## config.mk

```make
export PLATFORM = sky130hd
export DESIGN_NAME = smc_master_channel
export DESIGN_NICKNAME = d
export VERILOG_FILES = /design/src/hw/smc_pkg.sv /design/src/hw/smc_delay_timer.sv /design/src/hw/smc_baud_gen.sv /design/src/hw/smc_master_channel.sv
export VERILOG_INCLUDE_DIRS = /design/src /design/src/hw
export SDC_FILE = /design/constraint.sdc
export NUM_CORES = 1
export LEC_CHECK = 0
export CAP_MARGIN = 10
export CELL_PAD_IN_SITES_DETAIL_PLACEMENT = 0
export CELL_PAD_IN_SITES_GLOBAL_PLACEMENT = 2
export CORE_UTILIZATION = 33
export DETAILED_ROUTE_END_ITERATION = 8
export DONT_BUFFER_PORTS = 1
export GPL_TIMING_DRIVEN = 0
export PLACE_DENSITY = 0.74
export SLEW_MARGIN = 20
export SYNTH_ARGS = -nofsm -noshare
export SYNTH_HDL_FRONTEND = slang
export SYNTH_SLANG_ARGS = --single-unit
```

## constraint.sdc

```tcl
create_clock -name i_clk_sys -period 5.4 [get_ports i_clk_sys]
set_input_delay 0.27 -clock i_clk_sys [delete_from_list [all_inputs] [get_ports i_clk_sys]]
set_output_delay 0.27 -clock i_clk_sys [all_outputs]
set_load 0.005 [all_outputs]
```

## src/hw/smc_cfg.svh

```systemverilog
// Purpose: constants of the serial master channel
// Assumes: included by bare name from package and modules
// Notes: widths, reset values and field codes live here only
`ifndef SMC_CFG_SVH
`define SMC_CFG_SVH
// widths
`define SMC_DATA_W 32
`define SMC_CS_N 8
`define SMC_CNT_W 8
`define SMC_LEN_W 6
`define SMC_IDX_W 5
`define SMC_EDGE_W 7
`define SMC_DLY_W 12
`define SMC_DIV_W 12
`define SMC_HALF_W 18
`define SMC_PRI_W 3
`define SMC_LVL_W 4
`define SMC_OUTPUT_LEVEL_IDLE_SELECT_W 2
`define SMC_PRCS_W 2
// reset values and fixed figures
`define SMC_LEN_MAX 6'h20
`define SMC_PRI_RST 4'h8
`define SMC_CS_RST 8'hff
`define SMC_ONE_CNT 8'h01
`define SMC_ONE_DLY 12'h001
`define SMC_ONE_DIV 12'h001
// idle level codes of the data output
`define SMC_OUTPUT_LEVEL_IDLE_SELECT_HOLD 2'h0
`define SMC_OUTPUT_LEVEL_IDLE_SELECT_LOW 2'h1
`define SMC_OUTPUT_LEVEL_IDLE_SELECT_HIGH 2'h2
`endif

```

## src/hw/smc_pkg.sv

```systemverilog
// Purpose: types of the serial master channel
// Assumes: smc_cfg.svh gives all widths
// Notes: every module keeps its state in one packed struct
`include "smc_cfg.svh"
package smc_pkg;
  // channel sequencer states
  typedef enum logic [2:0] {
    SMC_IDLE, SMC_WAIT_TX, SMC_SETUP, SMC_SHIFT,
    SMC_HOLD, SMC_GAP, SMC_GAP_ALT, SMC_END_GAP
  } smc_state_t;

  // whole state of the channel
  typedef struct packed {
    smc_state_t st;
    logic run;
    logic [`SMC_CNT_W-1:0] fcnt;
    logic [`SMC_DATA_W-1:0] tx_data;
    logic par_tx;
    logic [`SMC_DATA_W-1:0] rx_sh;
    logic par_rx;
    logic [`SMC_DATA_W-1:0] rx_data;
    logic [`SMC_EDGE_W-1:0] ecnt;
    logic sck;
    logic sdo;
    logic [`SMC_CS_N-1:0] cs;
    logic rx_rdy;
    logic perr;
    logic tx_irq;
    logic fe_irq;
    logic job_end;
    logic [`SMC_LVL_W-1:0] pri;
  } smc_chan_t;

  // state of the delay timer and of the baud divider
  typedef struct packed {
    logic [`SMC_DLY_W-1:0] cnt;
  } smc_tmr_t;

  typedef struct packed {
    logic [`SMC_HALF_W-1:0] cnt;
  } smc_div_t;
endpackage

```

## src/hw/smc_delay_timer.sv

```systemverilog
// Purpose: counts a programmed number of module clocks
// Assumes: load comes in the cycle the caller enters its timed state
// Notes: a zero value still waits one cycle
`timescale 1ns/1ps
`include "smc_cfg.svh"
module smc_delay_timer
  import smc_pkg::*;
(
  // clock and reset
  input wire logic i_clk_sys,
  input wire logic i_rst_b,
  // control
  input wire logic i_load,
  input wire logic [`SMC_DLY_W-1:0] i_val,
  // status
  output logic o_done
);
  smc_tmr_t q, d;

  //////////////////////////////////////////////////////////////////////
  // next count: done is seen when one cycle is left
  always_comb begin
    d = q;
    if (i_load) begin
      d.cnt = (i_val == '0) ? `SMC_ONE_DLY : i_val;
    end else if (q.cnt != '0) begin
      d.cnt = q.cnt - `SMC_ONE_DLY;
    end
  end

  assign o_done = (q.cnt == `SMC_ONE_DLY);

  always_ff @(posedge i_clk_sys) begin
    if (!i_rst_b) begin
      q <= '0;
    end else begin
      q <= d;
    end
  end
endmodule

```

## src/hw/smc_baud_gen.sv

```systemverilog
// Purpose: half-period ticks of the serial clock
// Assumes: run is held for the whole shift phase
// Notes: half period = divider shifted left by twice the exponent
`timescale 1ns/1ps
`include "smc_cfg.svh"
module smc_baud_gen
  import smc_pkg::*;
(
  // clock and reset
  input wire logic i_clk_sys,
  input wire logic i_rst_b,
  // control
  input wire logic i_run,
  input wire logic [`SMC_PRCS_W-1:0] i_prescaler_exp,
  input wire logic [`SMC_DIV_W-1:0] i_divider,
  // one pulse per serial clock edge
  output logic o_tick
);
  smc_div_t q, d;
  logic [`SMC_DIV_W-1:0] div;
  logic [`SMC_HALF_W-1:0] half;

  //////////////////////////////////////////////////////////////////////
  // a zero divider would stall the link, so it counts as one
  always_comb begin
    div = (i_divider == '0) ? `SMC_ONE_DIV : i_divider;
    half = `SMC_HALF_W'(div) << {i_prescaler_exp, 1'b0};
    o_tick = i_run && (q.cnt == half - `SMC_HALF_W'(1));
    d = q;
    if (!i_run || o_tick) begin
      d.cnt = '0;
    end else begin
      d.cnt = q.cnt + `SMC_HALF_W'(1);
    end
  end

  always_ff @(posedge i_clk_sys) begin
    if (!i_rst_b) begin
      q <= '0;
    end else begin
      q <= d;
    end
  end
endmodule

```

## src/hw/smc_master_channel.sv

```systemverilog
// Purpose: master channel of a multichannel serial interface
// Assumes: all settings are static while the channel runs
// Notes: one channel, software trigger, direct word transfer
`timescale 1ns/1ps
`include "smc_cfg.svh"
module smc_master_channel
  import smc_pkg::*;
#(
  parameter int DATA_W = `SMC_DATA_W,
  parameter int CS_N = `SMC_CS_N
)
(
  // clock and reset
  input wire logic i_clk_sys,
  input wire logic i_rst_b,
  // unit settings
  input wire logic i_module_enable,
  input wire logic i_role_select,
  input wire logic i_receive_capture_timing,
  input wire logic i_clock_rest_level,
  input wire logic [`SMC_OUTPUT_LEVEL_IDLE_SELECT_W-1:0] i_output_level_idle_select,
  input wire logic [`SMC_CS_N-1:0] i_cs_polarity,
  input wire logic i_internal_loop_enable,
  // channel settings
  input wire logic [`SMC_PRI_W-1:0] i_channel_priority,
  input wire logic i_frame_count_continue,
  input wire logic i_clock_polarity_sel,
  input wire logic i_clock_phase_sel,
  input wire logic i_bit_order,
  input wire logic i_cs_return_inactive,
  input wire logic i_frame_end_gap_insert,
  input wire logic i_parity_kind,
  input wire logic i_parity_check_enable,
  input wire logic [`SMC_CNT_W-1:0] i_frame_count_setting,
  input wire logic [`SMC_LEN_W-1:0] i_frame_bit_length,
  input wire logic [`SMC_PRCS_W-1:0] i_baud_prescaler_exp,
  input wire logic [`SMC_DIV_W-1:0] i_baud_divider,
  input wire logic [`SMC_DLY_W-1:0] i_cs_to_clock_delay,
  input wire logic [`SMC_DLY_W-1:0] i_cs_negate_delay,
  input wire logic [`SMC_DLY_W-1:0] i_next_frame_gap,
  input wire logic [`SMC_DLY_W-1:0] i_next_frame_delay_alt,
  input wire logic i_job_end_flag,
  input wire logic [`SMC_CS_N-1:0] i_cs_line_select,
  // software commands
  input wire logic i_channel_start,
  input wire logic i_channel_stop,
  input wire logic i_tx_data_write,
  input wire logic [`SMC_DATA_W-1:0] i_tx_data_reg,
  // serial pins
  input wire logic i_serial_data_in,
  output logic o_serial_clock_pin,
  output logic o_serial_data_out,
  output logic [`SMC_CS_N-1:0] o_chip_select_out,
  // status and events
  output logic o_channel_run_enable,
  output logic [`SMC_LVL_W-1:0] o_priority_level,
  output logic [`SMC_DATA_W-1:0] o_rx_data,
  output logic o_rx_ready,
  output logic o_parity_error,
  output logic o_tx_irq,
  output logic o_frame_end_irq,
  output logic o_job_end
);
  // the state struct is fixed by the header widths
  if (DATA_W != `SMC_DATA_W || CS_N != `SMC_CS_N) begin : g_bad_cfg
    $error("smc_master_channel: widths must match smc_cfg.svh");
  end

  //////////////////////////////////////////////////////////////////////
  // helpers

  // lengths of zero or above the word are served as a full word
  function automatic logic [`SMC_LEN_W-1:0] eff_len(
    input logic [`SMC_LEN_W-1:0] len);
    eff_len = (len == '0 || len > `SMC_LEN_MAX) ? `SMC_LEN_MAX : len;
  endfunction

  // word bit carried by serial slot j, shared by transmit and receive
  function automatic logic [`SMC_IDX_W-1:0] bit_pos(
    input logic [`SMC_EDGE_W-1:0] j,
    input logic [`SMC_LEN_W-1:0] len,
    input logic lsb_first);
    logic [`SMC_EDGE_W-1:0] p;
    p = lsb_first ? j : `SMC_EDGE_W'(len) - j - `SMC_EDGE_W'(1);
    bit_pos = p[`SMC_IDX_W-1:0];
  endfunction

  //////////////////////////////////////////////////////////////////////
  // state, sub-blocks and derived terms
  smc_chan_t q, d;
  logic tick;
  logic tmr_done;
  logic tmr_load;
  logic [`SMC_DLY_W-1:0] tmr_val;
  logic [`SMC_LEN_W-1:0] len;
  logic [`SMC_EDGE_W-1:0] n_bits;
  logic [`SMC_EDGE_W-1:0] two_n;
  logic [`SMC_EDGE_W-1:0] last_e;
  logic [`SMC_CS_N-1:0] cs_off;
  logic [`SMC_CS_N-1:0] cs_on;
  logic rx_in;
  logic [`SMC_DATA_W-1:0] mask;

  smc_baud_gen u_baud (
    .i_clk_sys(i_clk_sys),
    .i_rst_b(i_rst_b),
    .i_run(q.st == SMC_SHIFT),
    .i_prescaler_exp(i_baud_prescaler_exp),
    .i_divider(i_baud_divider),
    .o_tick(tick)
  );

  smc_delay_timer u_tmr (
    .i_clk_sys(i_clk_sys),
    .i_rst_b(i_rst_b),
    .i_load(tmr_load),
    .i_val(tmr_val),
    .o_done(tmr_done)
  );

  // frame geometry and select levels
  always_comb begin
    len = eff_len(i_frame_bit_length);
    n_bits = `SMC_EDGE_W'(len) + `SMC_EDGE_W'(i_parity_check_enable);
    two_n = n_bits << 1;
    // with phase 1, a delayed capture of the last bit needs one extra half period
    last_e = two_n + `SMC_EDGE_W'(i_clock_phase_sel &
                                  i_receive_capture_timing);
    cs_off = ~i_cs_polarity;
    cs_on = ~(i_cs_line_select ^ i_cs_polarity);
    rx_in = i_internal_loop_enable ? q.sdo : i_serial_data_in;
    mask = ~({`SMC_DATA_W{1'b1}} << len);
  end

  //////////////////////////////////////////////////////////////////////
  // channel sequencer
  always_comb begin
    logic [`SMC_EDGE_W-1:0] e;
    logic [`SMC_EDGE_W-1:0] dv;
    logic [`SMC_EDGE_W-1:0] sv;
    logic [`SMC_EDGE_W-1:0] s_first;
    logic [`SMC_EDGE_W-1:0] j;
    logic [`SMC_DATA_W-1:0] rxv;
    logic last;
    e = '0;
    dv = '0;
    sv = '0;
    s_first = '0;
    j = '0;
    rxv = q.rx_sh;
    last = 1'b0;
    d = q;
    tmr_load = 1'b0;
    tmr_val = i_cs_to_clock_delay;
    // event outputs are single-cycle pulses
    d.rx_rdy = 1'b0;
    d.tx_irq = 1'b0;
    d.fe_irq = 1'b0;
    d.job_end = 1'b0;
    d.pri = `SMC_LVL_W'(i_channel_priority) + `SMC_LVL_W'(1);
    case (q.st)
      SMC_IDLE: begin
        d.sck = i_clock_rest_level;
        d.cs = cs_off;
        if (i_output_level_idle_select == `SMC_OUTPUT_LEVEL_IDLE_SELECT_LOW) begin
          d.sdo = 1'b0;
        end else if (i_output_level_idle_select == `SMC_OUTPUT_LEVEL_IDLE_SELECT_HIGH) begin
          d.sdo = 1'b1;
        end
        // master role only; the slave role is another block
        if (i_channel_start && !i_role_select) begin
          d.run = 1'b1;
          d.fcnt = i_frame_count_setting;
          d.st = SMC_WAIT_TX;
          d.tx_irq = 1'b1;
        end
      end
      SMC_WAIT_TX: begin
        d.sck = i_clock_polarity_sel;
        if (i_channel_stop) begin
          d.run = 1'b0;
          d.cs = cs_off;
          d.st = SMC_IDLE;
        end else if (i_tx_data_write) begin
          d.tx_data = i_tx_data_reg & mask;
          // parity bit makes the ones count odd for kind 0
          d.par_tx = ^(i_tx_data_reg & mask) ^ ~i_parity_kind;
          d.cs = cs_on;
          d.st = SMC_SETUP;
          tmr_load = 1'b1;
          tmr_val = i_cs_to_clock_delay;
        end
      end
      SMC_SETUP: begin
        if (tmr_done) begin
          d.st = SMC_SHIFT;
          d.ecnt = '0;
          d.rx_sh = '0;
          d.par_rx = 1'b0;
          // phase 0 puts the first bit out before the first edge
          if (!i_clock_phase_sel) begin
            d.sdo = q.tx_data[bit_pos('0, len, i_bit_order)];
          end
        end
      end
      SMC_SHIFT: begin
        if (tick) begin
          e = q.ecnt + `SMC_EDGE_W'(1);
          d.ecnt = e;
          if (e <= two_n) begin
            d.sck = ~q.sck;
          end
          // launch slot j on edge 2j+phase
          dv = e - `SMC_EDGE_W'(i_clock_phase_sel);
          j = dv >> 1;
          if (e <= two_n && !dv[0] && j < n_bits) begin
            if (j == `SMC_EDGE_W'(len)) begin
              d.sdo = q.par_tx;
            end else begin
              d.sdo = q.tx_data[bit_pos(j, len, i_bit_order)];
            end
          end
          // capture slot j on edge 2j+1+phase, plus one when delayed
          s_first = `SMC_EDGE_W'(1) + `SMC_EDGE_W'(i_clock_phase_sel) +
                    `SMC_EDGE_W'(i_receive_capture_timing);
          sv = e - s_first;
          j = sv >> 1;
          if (e >= s_first && !sv[0] && j < n_bits) begin
            if (j == `SMC_EDGE_W'(len)) begin
              d.par_rx = rx_in;
            end else begin
              rxv[bit_pos(j, len, i_bit_order)] = rx_in;
            end
          end
          d.rx_sh = rxv;
          if (e == last_e) begin
            d.rx_data = rxv;
            d.rx_rdy = 1'b1;
            d.perr = i_parity_check_enable &&
                     ((^rxv ^ d.par_rx) == i_parity_kind);
            d.st = SMC_HOLD;
            tmr_load = 1'b1;
            tmr_val = i_cs_negate_delay;
          end
        end
      end
      SMC_HOLD: begin
        if (tmr_done) begin
          // the select line stays active between frames otherwise
          if (i_cs_return_inactive) begin
            d.cs = cs_off;
          end
          last = (q.fcnt <= `SMC_ONE_CNT);
          d.fcnt = q.fcnt - `SMC_ONE_CNT;
          d.job_end = !i_job_end_flag || last;
          d.sck = i_clock_polarity_sel;
          tmr_load = 1'b1;
          tmr_val = i_next_frame_gap;
          if (last) begin
            d.fe_irq = 1'b1;
            if (i_frame_count_continue) begin
              d.fcnt = i_frame_count_setting;
              d.st = SMC_GAP;
            end else begin
              d.run = 1'b0;
              d.st = i_frame_end_gap_insert ? SMC_END_GAP
                                            : SMC_IDLE;
              if (!i_frame_end_gap_insert) begin
                d.cs = cs_off;
              end
            end
          end else begin
            d.st = SMC_GAP;
          end
        end
      end
      SMC_GAP: begin
        if (tmr_done) begin
          d.st = SMC_GAP_ALT;
          tmr_load = 1'b1;
          tmr_val = i_next_frame_delay_alt;
        end
      end
      SMC_GAP_ALT: begin
        if (tmr_done) begin
          d.st = SMC_WAIT_TX;
          d.tx_irq = 1'b1;
        end
      end
      SMC_END_GAP: begin
        if (tmr_done) begin
          d.cs = cs_off;
          d.st = SMC_IDLE;
        end
      end
      default: begin
        d.st = SMC_IDLE;
      end
    endcase
    // disabling the unit drops any transfer and parks data out low
    if (!i_module_enable) begin
      d.st = SMC_IDLE;
      d.run = 1'b0;
      d.cs = cs_off;
      d.sck = i_clock_rest_level;
      d.sdo = 1'b0;
    end
  end

  //////////////////////////////////////////////////////////////////////
  // state register; reset leaves selects negated for active-low lines
  always_ff @(posedge i_clk_sys) begin
    if (!i_rst_b) begin
      q <= '0;
      q.st <= SMC_IDLE;
      q.cs <= `SMC_CS_RST;
      q.pri <= `SMC_PRI_RST;
    end else begin
      q <= d;
    end
  end

  // every output is a register bit
  assign o_serial_clock_pin = q.sck;
  assign o_serial_data_out = q.sdo;
  assign o_chip_select_out = q.cs;
  assign o_channel_run_enable = q.run;
  assign o_priority_level = q.pri;
  assign o_rx_data = q.rx_data;
  assign o_rx_ready = q.rx_rdy;
  assign o_parity_error = q.perr;
  assign o_tx_irq = q.tx_irq;
  assign o_frame_end_irq = q.fe_irq;
  assign o_job_end = q.job_end;
endmodule

```

# ---- Word level (Yosys, flattened, before mapping)
# Index checks and enable logic that the tools add are counted.
dict set report word_totals {
  regBits 166
  inputBits 149
  out_inout_bits 52
  word_cells 225
}
dict set report classes {
  addsub 17
  magnitude_cmp 10
  eq_ne 37
  n_shift 2
  n_mux 85
  n_bitwise 12
  reduce_logical 42
}
# operator count
set op_table {}
lappend op_table {{$mux 32} 5}
lappend op_table {{$mux 12} 10}
lappend op_table {{$mux 74} 1}
lappend op_table {{$mux 8} 9}
lappend op_table {{$pmux 33 s2} 1}
lappend op_table {{$reduce_xor 32->1} 2}
lappend op_table {{$pmux 12 s3} 1}
lappend op_table {{$mux 3} 11}
lappend op_table {{$mux 33} 1}
lappend op_table {{$and 32x32->32} 1}
lappend op_table {{$bwmux 32} 1}
lappend op_table {{$not 32->32} 1}
lappend op_table {{$pmux 8 s4} 1}
lappend op_table {{$shl 32x6->32 const A} 1}
lappend op_table {{$ne 2x2->1 const B} 13}
lappend op_table {{$mux 1} 25}
lappend op_table {{$logic_not 12->1} 2}
lappend op_table {{$pmux 3 s8} 1}
lappend op_table {{$add 18x1->18 const B} 1}
lappend op_table {{$eq 18x18->1} 1}
lappend op_table {{$lt 5x6->1 const B} 3}
lappend op_table {{$ne 3x3->1 const B} 6}
lappend op_table {{$reduce_and 3->1} 6}
lappend op_table {{$shl 12x3->18} 1}
lappend op_table {{other kinds (61)} 100}

# ---- Logic depth before layout (Yosys ltp)
# Gate-level depths: netlist of the first run.
dict set report logic_depth {
  ltp_word 20
  depth_mapped 24
  mapped_depth_nobuf 24
}

# ---- Cells and area by module
# From an unflattened synthesis of the first run, not the netlist that was laid out.
dict set report unflattened {
  cells_unflattened 1768
  hier_area_um2 13925.9
}
# mod n_inst cells_per_inst area_per_inst_um2 seq_area_each_um2
set modules_own_cells {}
lappend modules_own_cells {smc_master_channel 1 1403 10981.8 2722.6}
lappend modules_own_cells {smc_baud_gen 1 280 2192.1 360.3}
lappend modules_own_cells {smc_delay_timer 1 85 752.0 240.2}

# ---- Least setup slack after synthesis of the first run
# No wires, ideal clock.
dict set report synth_timing {
  path_kind {register -> register}
  from {register q[20] (netlist name)}
  to {register q, in the netlist o_parity_error}
  setup_time_ps 70
  arrival_time_ps 5304
  required_ps 5330
  slack_ps 26
  path_stages_with_launch 22
  n_path_buf 1
  period_less_slack_ps 5374
  path_cell_list {dfxtp_1 -> ha_1 -> ha_1 -> nor2b_1 -> or3_1 -> a2111oi_4 -> nor2_1 -> ha_1 -> nand3_1 -> and4b_1 -> o21ai_0 -> or4_1 -> clkbuf_2 -> nor3b_1 -> mux2_2 -> xnor2_1 -> xnor3_1 -> xnor3_1 -> xnor3_1 -> xnor3_1 -> nand3_1 -> a21oi_1}
}
dict set report synth_via {
  elab_chain_len 18
  word_cells_on_any_way 30
  classes_between {add/sub (4); order compare (4); eq/ne (3); mux (12); bitwise (1); reduce/logical (6)}
}
# item line_no
set synth_lines {}
lappend synth_lines {{from (decl)} smc_master_channel.sv:90} ;# smc_chan_t q, d;
lappend synth_lines {{$add 7x1->7 *} smc_master_channel.sv:208} ;# e = q.ecnt + `SMC_EDGE_W'(1);
lappend synth_lines {{$sub 7x3->7} smc_master_channel.sv:226} ;# sv = e - s_first;
lappend synth_lines {{$sub 5x5->5 (no source line)} --}
lappend synth_lines {{$sub 5x1->5 (no source line)} --}
lappend synth_lines {{$mux 5} smc_master_channel.sv:84} ;# p = lsb_first ? j : `SMC_EDGE_W'(len) - j - `SMC_EDGE_W'(1);
lappend synth_lines {{$lt 5x6->1 (not written as such) or $ge 5x1->1 (tied branches)} smc_master_channel.sv:232} ;# rxv[bit_pos(j, len, i_bit_order)] = rx_in;
lappend synth_lines {{$logic_and 1x1->1 (not written as such)} smc_master_channel.sv:232}
lappend synth_lines {{$mux 1 (not written as such)} smc_master_channel.sv:232}
lappend synth_lines {{[2 not listed]} --}
lappend synth_lines {{$mux 32} smc_master_channel.sv:229} ;# if (j == `SMC_EDGE_W'(len)) begin
lappend synth_lines {{$mux 32} smc_master_channel.sv:228} ;# if (e >= s_first && !sv[0] && j < n_bits) begin
lappend synth_lines {{$mux 32} smc_master_channel.sv:207} ;# if (tick) begin
lappend synth_lines {{$mux 32} smc_master_channel.sv:161} ;# case (q.st)
lappend synth_lines {{$reduce_xor 32->1} smc_master_channel.sv:240} ;# ((^rxv ^ d.par_rx) == i_parity_kind);
lappend synth_lines {{$xor 1x1->1} smc_master_channel.sv:240}
lappend synth_lines {{$eq 1x1->1} smc_master_channel.sv:240}
lappend synth_lines {{$logic_and 1x1->1} smc_master_channel.sv:239} ;# d.perr = i_parity_check_enable &&
# Every way passes the cells marked *; elsewhere a longest branch is shown, timed or not. The select of a mux whose other input is x is not followed.
# A chain may end at the register's enable or synchronous reset.

# ---- Worst setup path in the final report of the first run
dict set report layout_timing {
  from {register q[19] (netlist name)}
  to {register q, in the netlist o_parity_error}
}
# Same word-level chain as after synthesis.

==> results.toml, run 1 <==
[outcome]
run_status = "completed"

[critical_path]
path_cells = "ha_2 > inv_1 > fa_2 > inv_1 > ha_1 > fa_2 > a21o_1 > a21oi_4 > xnor2_4 > o211ai_4 > a221oi_4 > nor3b_4 > mux2_4 > xnor2_4 > xnor3_1 > xnor3_1 > xnor3_1 > xnor3_1 > nand3_1 > a21oi_1"
cp_top_family = "XOR/XNOR gates"
crit_top_cell = "xnor3_1"
r2r-start = "q[19]"
worst_path_max_delay_cell = "fa_2"
critPathMaxFanout = 4
crit_required_ns = 5.79
worstRegToRegCells = 20
reg2reg_to = "o_parity_error"
r2r_slack_ns = 0.13
crit_type = "flip-flop to flip-flop"
setup.worst_path.start_class = "flip-flop"
crit_buf_inv = 2
cp.arrival_ns = 5.66
slowest_delay_ns = 0.63
worstSetupEndpointType = "flip-flop"

[clock_tree]
path_clk_slew_ns = 0.08
cts_tree = "done"
clock_insertion_delay_worst_skew_ns = 0.46
root_buffer = "clkbuf_16"
h-tree-depth = 4
clock_path_buffers = 2
cts_made_buffers = 17
cts_sinks = 166

[routing]
vias = 13061
wl_per_cell_um = 19.7
postRouteAntennaNets = 0
drt_iter0_drc = 843
totalWireLength_mm = 46.9
drt-pass1-iter-count = 6
post-route-drc-count = 0
via_per_inst = 5.48

[power_and_ir_drop]
fin_total_pwr_w = 0.00349
powerDensity_nw_per_um2 = 231
ir_drop_mv = 0.232
p_leak_nw = 5.46

[sta]
final_hold_viol_count = 0
skew_ns = 0.0163
max_freq_ghz = 0.190
relSlewSlack_pct = 30.9
worst_pin_slew_ns = 1.03
tns_ns = 0
drv_slew = 0
period_minus_slack_ns = 5.27
fin_crit_sh_pct = 97.6
finalSetupViolCount = 0

[logic_synthesis]
synth_common_cells = "291 x nand2_1, 198 x nor2_1, 171 x a21oi_1"
synth_ff_type = "dfxtp_1"
yosysWarnings = 0
synth_edf_count = 0
seq_area_frac_synth_pct = 25.2
synth_area_sq_um = 13200
synth_top_area_cell = "dfxtp_1"
yosysUniqueCellTypes = 89
synth_area_leaders = "dfxtp_1 25%, nand2_1 8.3%, a21oi_1 6.5%"
synth.top_cell.area_share_pct = 25.2
yosysMostFrequentCell = "nand2_1"
synthAdderAreaFrac_pct = 4.72
synth_nets = 2001
synth_cells = 1804
synth.avg_cell_area_sq_um = 7.32
synth_top_family_by_area = "simple AND/OR/NAND/NOR gates"
synth_xor_area_share_pct = 9.59
synth.area.mux_share_pct = 6.38
synth_compound_area_share_pct = 20.5
yosys.area_share.simple_pct = 26.5
async_flop_share_pct = 0
ys_ff_latch = 166

[global_route]
antenna_found_initial = 1
grt_pass1_wl_mm = 73.0
grtUsageTotal_pct = 22.9
overflow = 0
grt_pass1_vias = 12793
grt_start_max_net_pins = 18

[floorplanning]
ios = 201
start_util_pct = 33.8
die_h_um = 202
std_cell_rows = 72
die_x_um = 202
design.core.area_sq_um = 39000
dieArea_sq_um = 40800

[min_path]
hold_path_class = "input port to flip-flop"
min_to = "q[115]"
min_from = "i_tx_data_reg[23]"
hold_depth = 2

[placement]
hpwlAfterDp_mm = 36.5
portBuffers = 0
globalplace.congestion = 0.894
place_area_sq_um = 13900

[job]
cap_violations = 0

[cells_and_area]
drive_above_1_share_pct = 12.6
fin_nets = 2048
fillers = 4159
design_area_sq_um = 15100
syn_to_final_growth_pct = 14.5
## worst max path at each step
stage / start / end / slack, ns / depth (start not counted)
detailed placement: i_frame_bit_length[5] / o_parity_error / -0.98 / 21
finish: q[19] / o_parity_error / 0.13 / 20
global route: q[20] / o_parity_error / -0.03 / 21
floorplan: q[20] / o_parity_error / 0.03 / 21
global placement: q[20] / o_parity_error / -0.90 / 21
CTS: q[20] / o_parity_error / 0.0008 / 21
## power by group
part | total [W] | internal (W) | switching, W | leakage [nW]
registers | 0.00131 | 0.00127 | 0.0000426 | 1.35
logic | 0.000910 | 0.000364 | 0.000546 | 3.83
clock network | 0.00127 | 0.000669 | 0.000605 | 0.287
total | 0.00349 | 0.00230 | 0.00119 | 5.46
## metal layers
layer / GRT usage [%] / vias to the layer above / part of all wire (%)
li1: - / 6392 / -
met2: 37.8 / 358 / 47
met1: 30.2 / 6260 / 46
met4: 6.55 / 0 / 2.1
met3: 4.63 / 51 / 5.2
met5: 0 / - / 0
## what timing repair did
action,in CTS,in global routing
endpoints found under the hold margin,9,0
hold buffers,9,0
pin swaps,9,17
endpoints found under the setup margin,1,1
gates cloned,0,0
buffers inserted,8,13
resized for setup,36,41
## cell families (layout without fill, tap and decap cells)
family                   count (synthesis)  in the layout
adder cells (fa/ha/maj)                 48             48
AO/OA/AOI/OAI                          434            434
AND/OR/NAND/NOR                        758            758
flip-flops                             166            166
XOR/XNOR                               133            133
buffers and inverters                  196            256
other                                    0              1
multiplexers                            69             69
## worst register-to-register path: cells and delay by family (launching register included)
kind                       cells  cell delay (ns)
muxes                          1             0.36
AOI/OAI and AO/OA              5             1.12
xor gates and xnor gates       6             1.46
adders and majority gates      4             1.39
DFF                            1             0.38
and+or+nand+nor                2             0.36
buffers and inverters          2             0.12
## through the flow
stage | util (%) | hold slack, ns | std cells | setup slack [ns]
after floorplan | - | 0.342 | 1804 | 0.0256
after global placement | 35.5 | 0.348 | 2322 | -0.899
after detailed placement | 35.5 | 0.348 | 2323 | -0.976
after CTS | 38.0 | 0.00420 | 2372 | 0.000766
after global routing | 38.8 | 0.0175 | 2383 | -0.0307
final | 38.8 | 0.0264 | 2383 | 0.129
## registers in the layout (all words and copies together), names as in the netlist, 4 cells and up
name               count
o_rx_data             32
o_chip_select_out      8
u_baud.q              18
q                     84
u_tmr.q               12
o_priority_level       4
## cells in the final DEF (no fill, tap or decap), drive strengths merged, types with 45 or more instances in the layout
cell	Yosys	layout
a21oi	171	171
buf	60	83
clkbuf	88	102
dfxtp	166	166
ha	45	45
inv	44	51
nand2	291	291
nand3	73	73
nor2	198	198
o21ai	95	95
xnor2	92	92
## area by class of cell
| type | count | area, sq um | share of cell area, % |
|---|---|---|---|
| multi-input cells | 1442 | 9350 | 61.9 |
| flip-flops and latches | 166 | 3330 | 22.0 |
| plain buffers | 145 | 743 | 4.92 |
| well taps | 518 | 648 | 4.29 |
| clock buffers | 18 | 439 | 2.90 |
| repair buffers | 31 | 255 | 1.69 |
| inverters | 48 | 183 | 1.21 |
| clock inverters | 14 | 164 | 1.08 |
| diodes | 1 | 2.50 | 0.0166 |
(Power assumes the default switching activity.)
==> run 2, diff against run 1 <==
HOLD_SLACK_MARGIN = 0.12   (was unset)
SETUP_SLACK_MARGIN = 0.15   (was unset)
==> run 2 against run 1 <==
  * Sequential share of layout area fell by 0.75 points
  * Total power rose by 0.97%
  * Final cell count rose by 1.8%
  * First-iteration DRC count fell by 14%
  * Clock power barely moved
  * Non-clock buffer count rose by 44
  * Sequential cell count did not move
  * Hold slack improved by 0.12 ns
  * Core utilization rose by 1.4 points
  * Register-to-register slack got worse by 0.02 ns
  * Sequential power barely moved
  * Largest power group unchanged
==> results.toml, run 2 (synthesis gave the netlist of run 1 again) <==
[outcome]
run_status = "completed"

[clock_tree]
cts_made_buffers = 17
cts_tree = "done"
clock_path_buffers = 2
root_buffer = "clkbuf_16"
cts_sinks = 166
path_clk_slew_ns = 0.07
h-tree-depth = 4
clock_insertion_delay_worst_skew_ns = 0.45

[floorplanning]
std_cell_rows = 72
ios = 201
dieArea_sq_um = 40800
design.core.area_sq_um = 39000
die_h_um = 202
start_util_pct = 33.8
die_x_um = 202

[sta]
finalSetupViolCount = 0
skew_ns = 0.0140
fin_hold_ws_ns = 0.142
fin_crit_sh_pct = 98.0
relSlewSlack_pct = 38.9
max_freq_ghz = 0.189
drv_slew = 0
final_hold_viol_count = 0
postLayoutSetupSlackWorst_ns = 0.108
tns_ns = 0
grt_setup_unrepaired = "yes"
worst_pin_slew_ns = 0.912
period_minus_slack_ns = 5.29

[power_and_ir_drop]
swShare_pct = 33.4
switching_power_w = 0.00118
p_int_w = 0.00235
powerDensity_nw_per_um2 = 225
p_leak_nw = 5.69
p_seq_share_pct = 37.1
p_clk_share_pct = 36.1
combPwrFrac_pct = 26.8
fin_total_pwr_w = 0.00353
ir_drop_mv = 0.202

[cells_and_area]
fin_nets = 2092
final_common_cell = "nand2_1"
final_cell_mix = "288 x nand2_1, 197 x nor2_1, 168 x a21oi_1"
insertedDiodeCount = 0
fillers = 4132
syn_to_final_growth_pct = 18.6
largest_reg_flops = 84
fin_cells = 2426
regMostFlops = "q"
drive_above_1_share_pct = 13.6

[routing]
wl_per_cell_um = 19.6
totalWireLength_mm = 47.5
postRouteAntennaNets = 0
vias = 13192
drt_iter0_drc = 728
post-route-drc-count = 0
drt-pass1-iter-count = 5
via_per_inst = 5.44

[placement]
hpwlAfterDp_mm = 36.5
place_ws_ns = -0.873
globalplace.congestion = 0.888
portBuffers = 0
dp.cells = 2322

[global_route]
grt_start_max_net_pins = 17
busiest_layer = "met2"
grt_pass1_wl_mm = 74.2
grt_pass1_vias = 12994
antenna_found_initial = 1
grtUsageTotal_pct = 23.1
overflow = 0
grtUsageMet2_pct = 38.5
use_met3_pct = 4.92
use_met1_pct = 30.4

[critical_path]
crit_buf_inv = 2
cp_top_family = "XOR/XNOR gates"
worstSetupEndpointType = "flip-flop"
crit_required_ns = 5.77
worst_path_max_delay_cell = "fa_2"
crit_type = "flip-flop to flip-flop"
slowest_delay_ns = 0.59
path_cells = "ha_4 > fa_2 > inv_2 > ha_4 > fa_2 > a21o_1 > a21oi_4 > xnor2_4 > o211ai_4 > a221oi_4 > buf_4 > nand3_2 > mux2_4 > xnor2_2 > xnor3_1 > xnor3_1 > xnor3_1 > xnor3_1 > nand3_2 > a21oi_2"
critPathMaxFanout = 4
cp.arrival_ns = 5.66
setup.worst_path.start_class = "flip-flop"
crit_top_cell = "xnor3_1"

[min_path]
hold_path_class = "input port to flip-flop"

[job]
cap_violations = 0
[run 2: changes by cell type in the layout (fill, tap and decap cells not counted), sizes merged]
cell,before,now
dlygate4sd3,9,36
buf,83,97
clkbuf,102,108
clkinv,8,5
diode,1,0
[run 2: tightest hold or removal path: stages]
cell	delay [ns]
nand2_1	0.03
o211ai_1	0.09
o21ai_0	0.08
nor2_1	0.07
[run 2: power groups by stage]
| stage | clock network, W | registers [W] | logic, W |
|---|---|---|---|
| 2_1_floorplan | 0 | 0.00132 | 0.000661 |
| 3_3_place_gp | 0 | 0.00134 | 0.000849 |
| 3_5_place_dp | 0 | 0.00134 | 0.000851 |
| 4_1_cts | 0.00131 | 0.00131 | 0.000910 |
| 5_1_grt | 0.00135 | 0.00131 | 0.00105 |
| 6_report | 0.00127 | 0.00131 | 0.000944 |
[run 2: through the flow]
| stage | utilization, % | instance area, sq um |
|---|---|---|
| floorplan | - | 13200 |
| global placement | 35.6 | 13900 |
| detailed placement | 35.6 | 13900 |
| CTS | 39.2 | 15300 |
| global route | 40.1 | 15700 |
| finish | 40.1 | 15700 |
[run 2: routing by layer]
metal  vias to the layer above  wire length (um)
met4                         2               767
li1                       6493                 -
met1                      6291             21500
met5                         -                13
met3                        49              2800
met2                       357             22500
[run 2: path summary, 6_finish.rpt]
kind	slack, ns	from	endpoint	cells past startpoint
worst max-delay path	0.11	q[19]	o_parity_error	20
worst min-delay path	0.14	i_cs_negate_delay[6]	u_tmr.q[6]	4
worst max register to register	0.11	q[19]	o_parity_error	20
worst min register to register	0.45	o_rx_data[20]	o_rx_data[20]	2
[run 2: final cells by class]
| cell class | instances | area [sq um] | share of cell area, % |
|---|---|---|---|
| Multi-Input combinational cell | 1442 | 9470 | 60.5 |
| Sequential cell | 166 | 3330 | 21.3 |
| Buffer | 148 | 779 | 4.98 |
| Tap cell | 518 | 648 | 4.14 |
| Timing Repair Buffer | 72 | 647 | 4.13 |
| Clock buffer | 21 | 480 | 3.07 |
| Inverter | 48 | 183 | 1.17 |
| Clock inverter | 11 | 110 | 0.704 |
[run 2: repair_timing]
| action | 4_1_cts | 5_1_grt |
|---|---|---|
| setup endpoints to repair | 1 | 1 |
| hold buffers | 36 | 0 |
| gates resized for setup | 54 | 43 |
| gates cloned | 0 | 0 |
| pin swaps | 24 | 27 |
| endpoints found under the hold margin | 36 | 0 |
| setup buffers | 19 | 17 |
==> run 3, diff against run 2 <==
CORE_MARGIN = 1.5   (was unset)
==> run 3 against run 2 <==
  * Sequential share of layout area grew 0.52 points
  * Setup slack gained 0.029 ns
  * Count of clock-buffer cells in the layout is the same
  * Final area down 2.5%
  * First-iteration DRC count grew 4.8%
  * Clock skew decreased by 0.0045 ns
  * Critical path depth rose by 1
  * Clock power barely moved
  * Sequential cell count did not move
  * Combinational power fell by 3.9%
  * Non-clock buffer count shrank 17
  * Critical path type unchanged
  * Critical endpoint unchanged
  * Largest power group unchanged
==> results.toml, run 3 (synthesis gave the netlist of run 1 again) <==
[outcome]
run_status = "completed"

[routing]
drt-pass1-iter-count = 5
postRouteAntennaNets = 0
vias = 13014
wl_per_cell_um = 19.4
totalWireLength_mm = 46.9
post-route-drc-count = 0
drt_iter0_drc = 763
via_per_inst = 5.39

[cells_and_area]
insertedDiodeCount = 0
syn_to_final_growth_pct = 15.6
final_cell_mix = "290 x nand2_1, 197 x nor2_1, 170 x a21oi_1"
fin_nets = 2075
fin_util_pct = 38.5
fillers = 4277
multiInputGateArea_sq_um = 9220
final_common_cell = "nand2_1"
regMostFlops = "q"
drive_above_1_share_pct = 11.6
largest_reg_flops = 84
design_area_sq_um = 15300
regArea_sq_um = 3330

[critical_path]
path_cells = "ha_4 > ha_4 > nor2b_2 > or3_4 > a2111oi_4 > nor2_1 > ha_1 > nand3_1 > and4b_1 > o21ai_4 > or4_1 > clkbuf_8 > nor4b_2 > mux2_4 > xnor2_1 > xnor2_1 > xnor2_1 > xnor2_1 > xnor3_1 > nand3_1 > a21oi_1"
setup.worst_path.start_class = "flip-flop"
cp_top_family = "simple AND/OR/NAND/NOR gates"
worst_path_max_delay_cell = "or4_1"
cp.arrival_ns = 5.56
crit_type = "flip-flop to flip-flop"
r2r-start = "q[20]"
crit_top_cell = "xnor2_1"
critPathMaxFanout = 8
crit_required_ns = 5.70
crit_buf_inv = 1
worstSetupEndpointType = "flip-flop"
startpoint = "q[20]"
slowest_delay_ns = 0.54

[power_and_ir_drop]
powerDensity_nw_per_um2 = 231
ir_drop_mv = 0.200
p_leak_nw = 5.57

[sta]
finalSetupViolCount = 0
final_hold_viol_count = 0
period_minus_slack_ns = 5.26
fin_crit_sh_pct = 97.5
grt_setup_unrepaired = "yes"
max_freq_ghz = 0.190
skew_ns = 0.00953
drv_slew = 0
worst_pin_slew_ns = 0.929
relSlewSlack_pct = 37.9

[global_route]
overflow = 0
antenna_found_initial = 1
grt_start_max_net_pins = 17
grtUsageTotal_pct = 22.7
grt_pass1_wl_mm = 73.5
grt_pass1_vias = 12726

[clock_tree]
clock_path_buffers = 2
cts_made_buffers = 17
clock_insertion_delay_worst_skew_ns = 0.45
cts_tree = "done"
h-tree-depth = 4
path_clk_slew_ns = 0.07
cts_sinks = 166
root_buffer = "clkbuf_16"

[floorplanning]
std_cell_rows = 73
dieArea_sq_um = 41200
start_util_pct = 33.3
die_x_um = 203
design.core.area_sq_um = 39600
ios = 201
die_h_um = 203

[placement]
place_area_sq_um = 13900
globalplace.congestion = 0.895
hpwlAfterDp_mm = 36.5
portBuffers = 0

[min_path]
hold_path_class = "input port to flip-flop"
min_from = "i_cs_negate_delay[7]"

[job]
cap_violations = 0
[run 3: cell types whose count changed in the layout (fill, tap and decap cells not counted), moves of 3 or more]
| cell | change |
|---|---|
| a211oi_2 | +3 |
| a211oi_4 | -3 |
| buf_4 | -16 |
| ha_1 | +3 |
| ha_4 | -3 |
| inv_1 | +3 |
| inv_2 | -3 |
| xnor2_4 | -3 |
[run 3: area by class of cell]
class                           count  share of cell area (%)
Timing Repair Buffer               55                    3.30
Tap cell                          525                    4.30
Clock buffer                       21                    3.08
Inverter                           48                    1.19
Sequential cell                   166                    21.8
Buffer                            148                    5.01
Multi-Input combinational cell   1442                    60.4
Clock inverter                     11                   0.885
[run 3: power breakdown]
part	internal, W	leakage (nW)	switching (W)
Clock	0.000729	0.293	0.000575
Sequential	0.00127	1.35	0.0000418
Combinational	0.000368	3.93	0.000540
[run 3: repair_timing]
item	4_1_cts	5_1_grt
hold buffers	36	0
gates resized for setup	40	8
endpoints found under the hold margin	36	0
endpoints found under the setup margin	1	1
setup buffers	14	5
pin swaps	12	4
[run 3: worst reg2reg max path, cell delays in order, from the launching register on]
cell,delay [ns]
dfxtp_4,0.37
ha_4,0.31
ha_4,0.22
nor2b_2,0.17
or3_4,0.35
a2111oi_4,0.26
nor2_1,0.08
ha_1,0.30
nand3_1,0.09
and4b_1,0.24
o21ai_4,0.11
or4_1,0.55
clkbuf_8,0.18
nor4b_2,0.28
mux2_4,0.35
xnor2_1,0.18
xnor2_1,0.15
xnor2_1,0.15
xnor2_1,0.14
xnor3_1,0.46
nand3_1,0.10
a21oi_1,0.06
[run 3: per-stage QoR]
stage	setup TNS [ns]	cells	setup WS (ns)	total power, W	hold WS, ns
after floorplan	0	1804	0.151	0.00199	0.342
after global placement	-0.767	2329	-0.767	0.00218	0.349
after detailed placement	-0.812	2329	-0.812	0.00219	0.350
after CTS	0	2411	0.151	0.00354	0.125
after global routing	-0.0743	2416	-0.0743	0.00370	0.162
final	0	2416	0.137	0.00352	0.143
[run 3: path summary, 6_finish.rpt]
check	depth (start not counted)	slack, ns	end
hold / removal	3	0.14	u_tmr.q[7]
setup / recovery	21	0.14	o_parity_error
setup reg to reg	21	0.14	o_parity_error
hold reg to reg	2	0.45	o_rx_data[25]
[run 3: metal layers]
metal  global-route usage, %  wire length (um)  vias to the layer above  part of all wire [%]
met5                       0                12                        -                 0.026
met4                    5.48               827                        2                   1.8
met3                    4.54              2350                       50                   5.0
met2                    37.8             22000                      290                    47
met1                    30.1             21700                     6218                    46
li1                        -                 -                     6454                     -
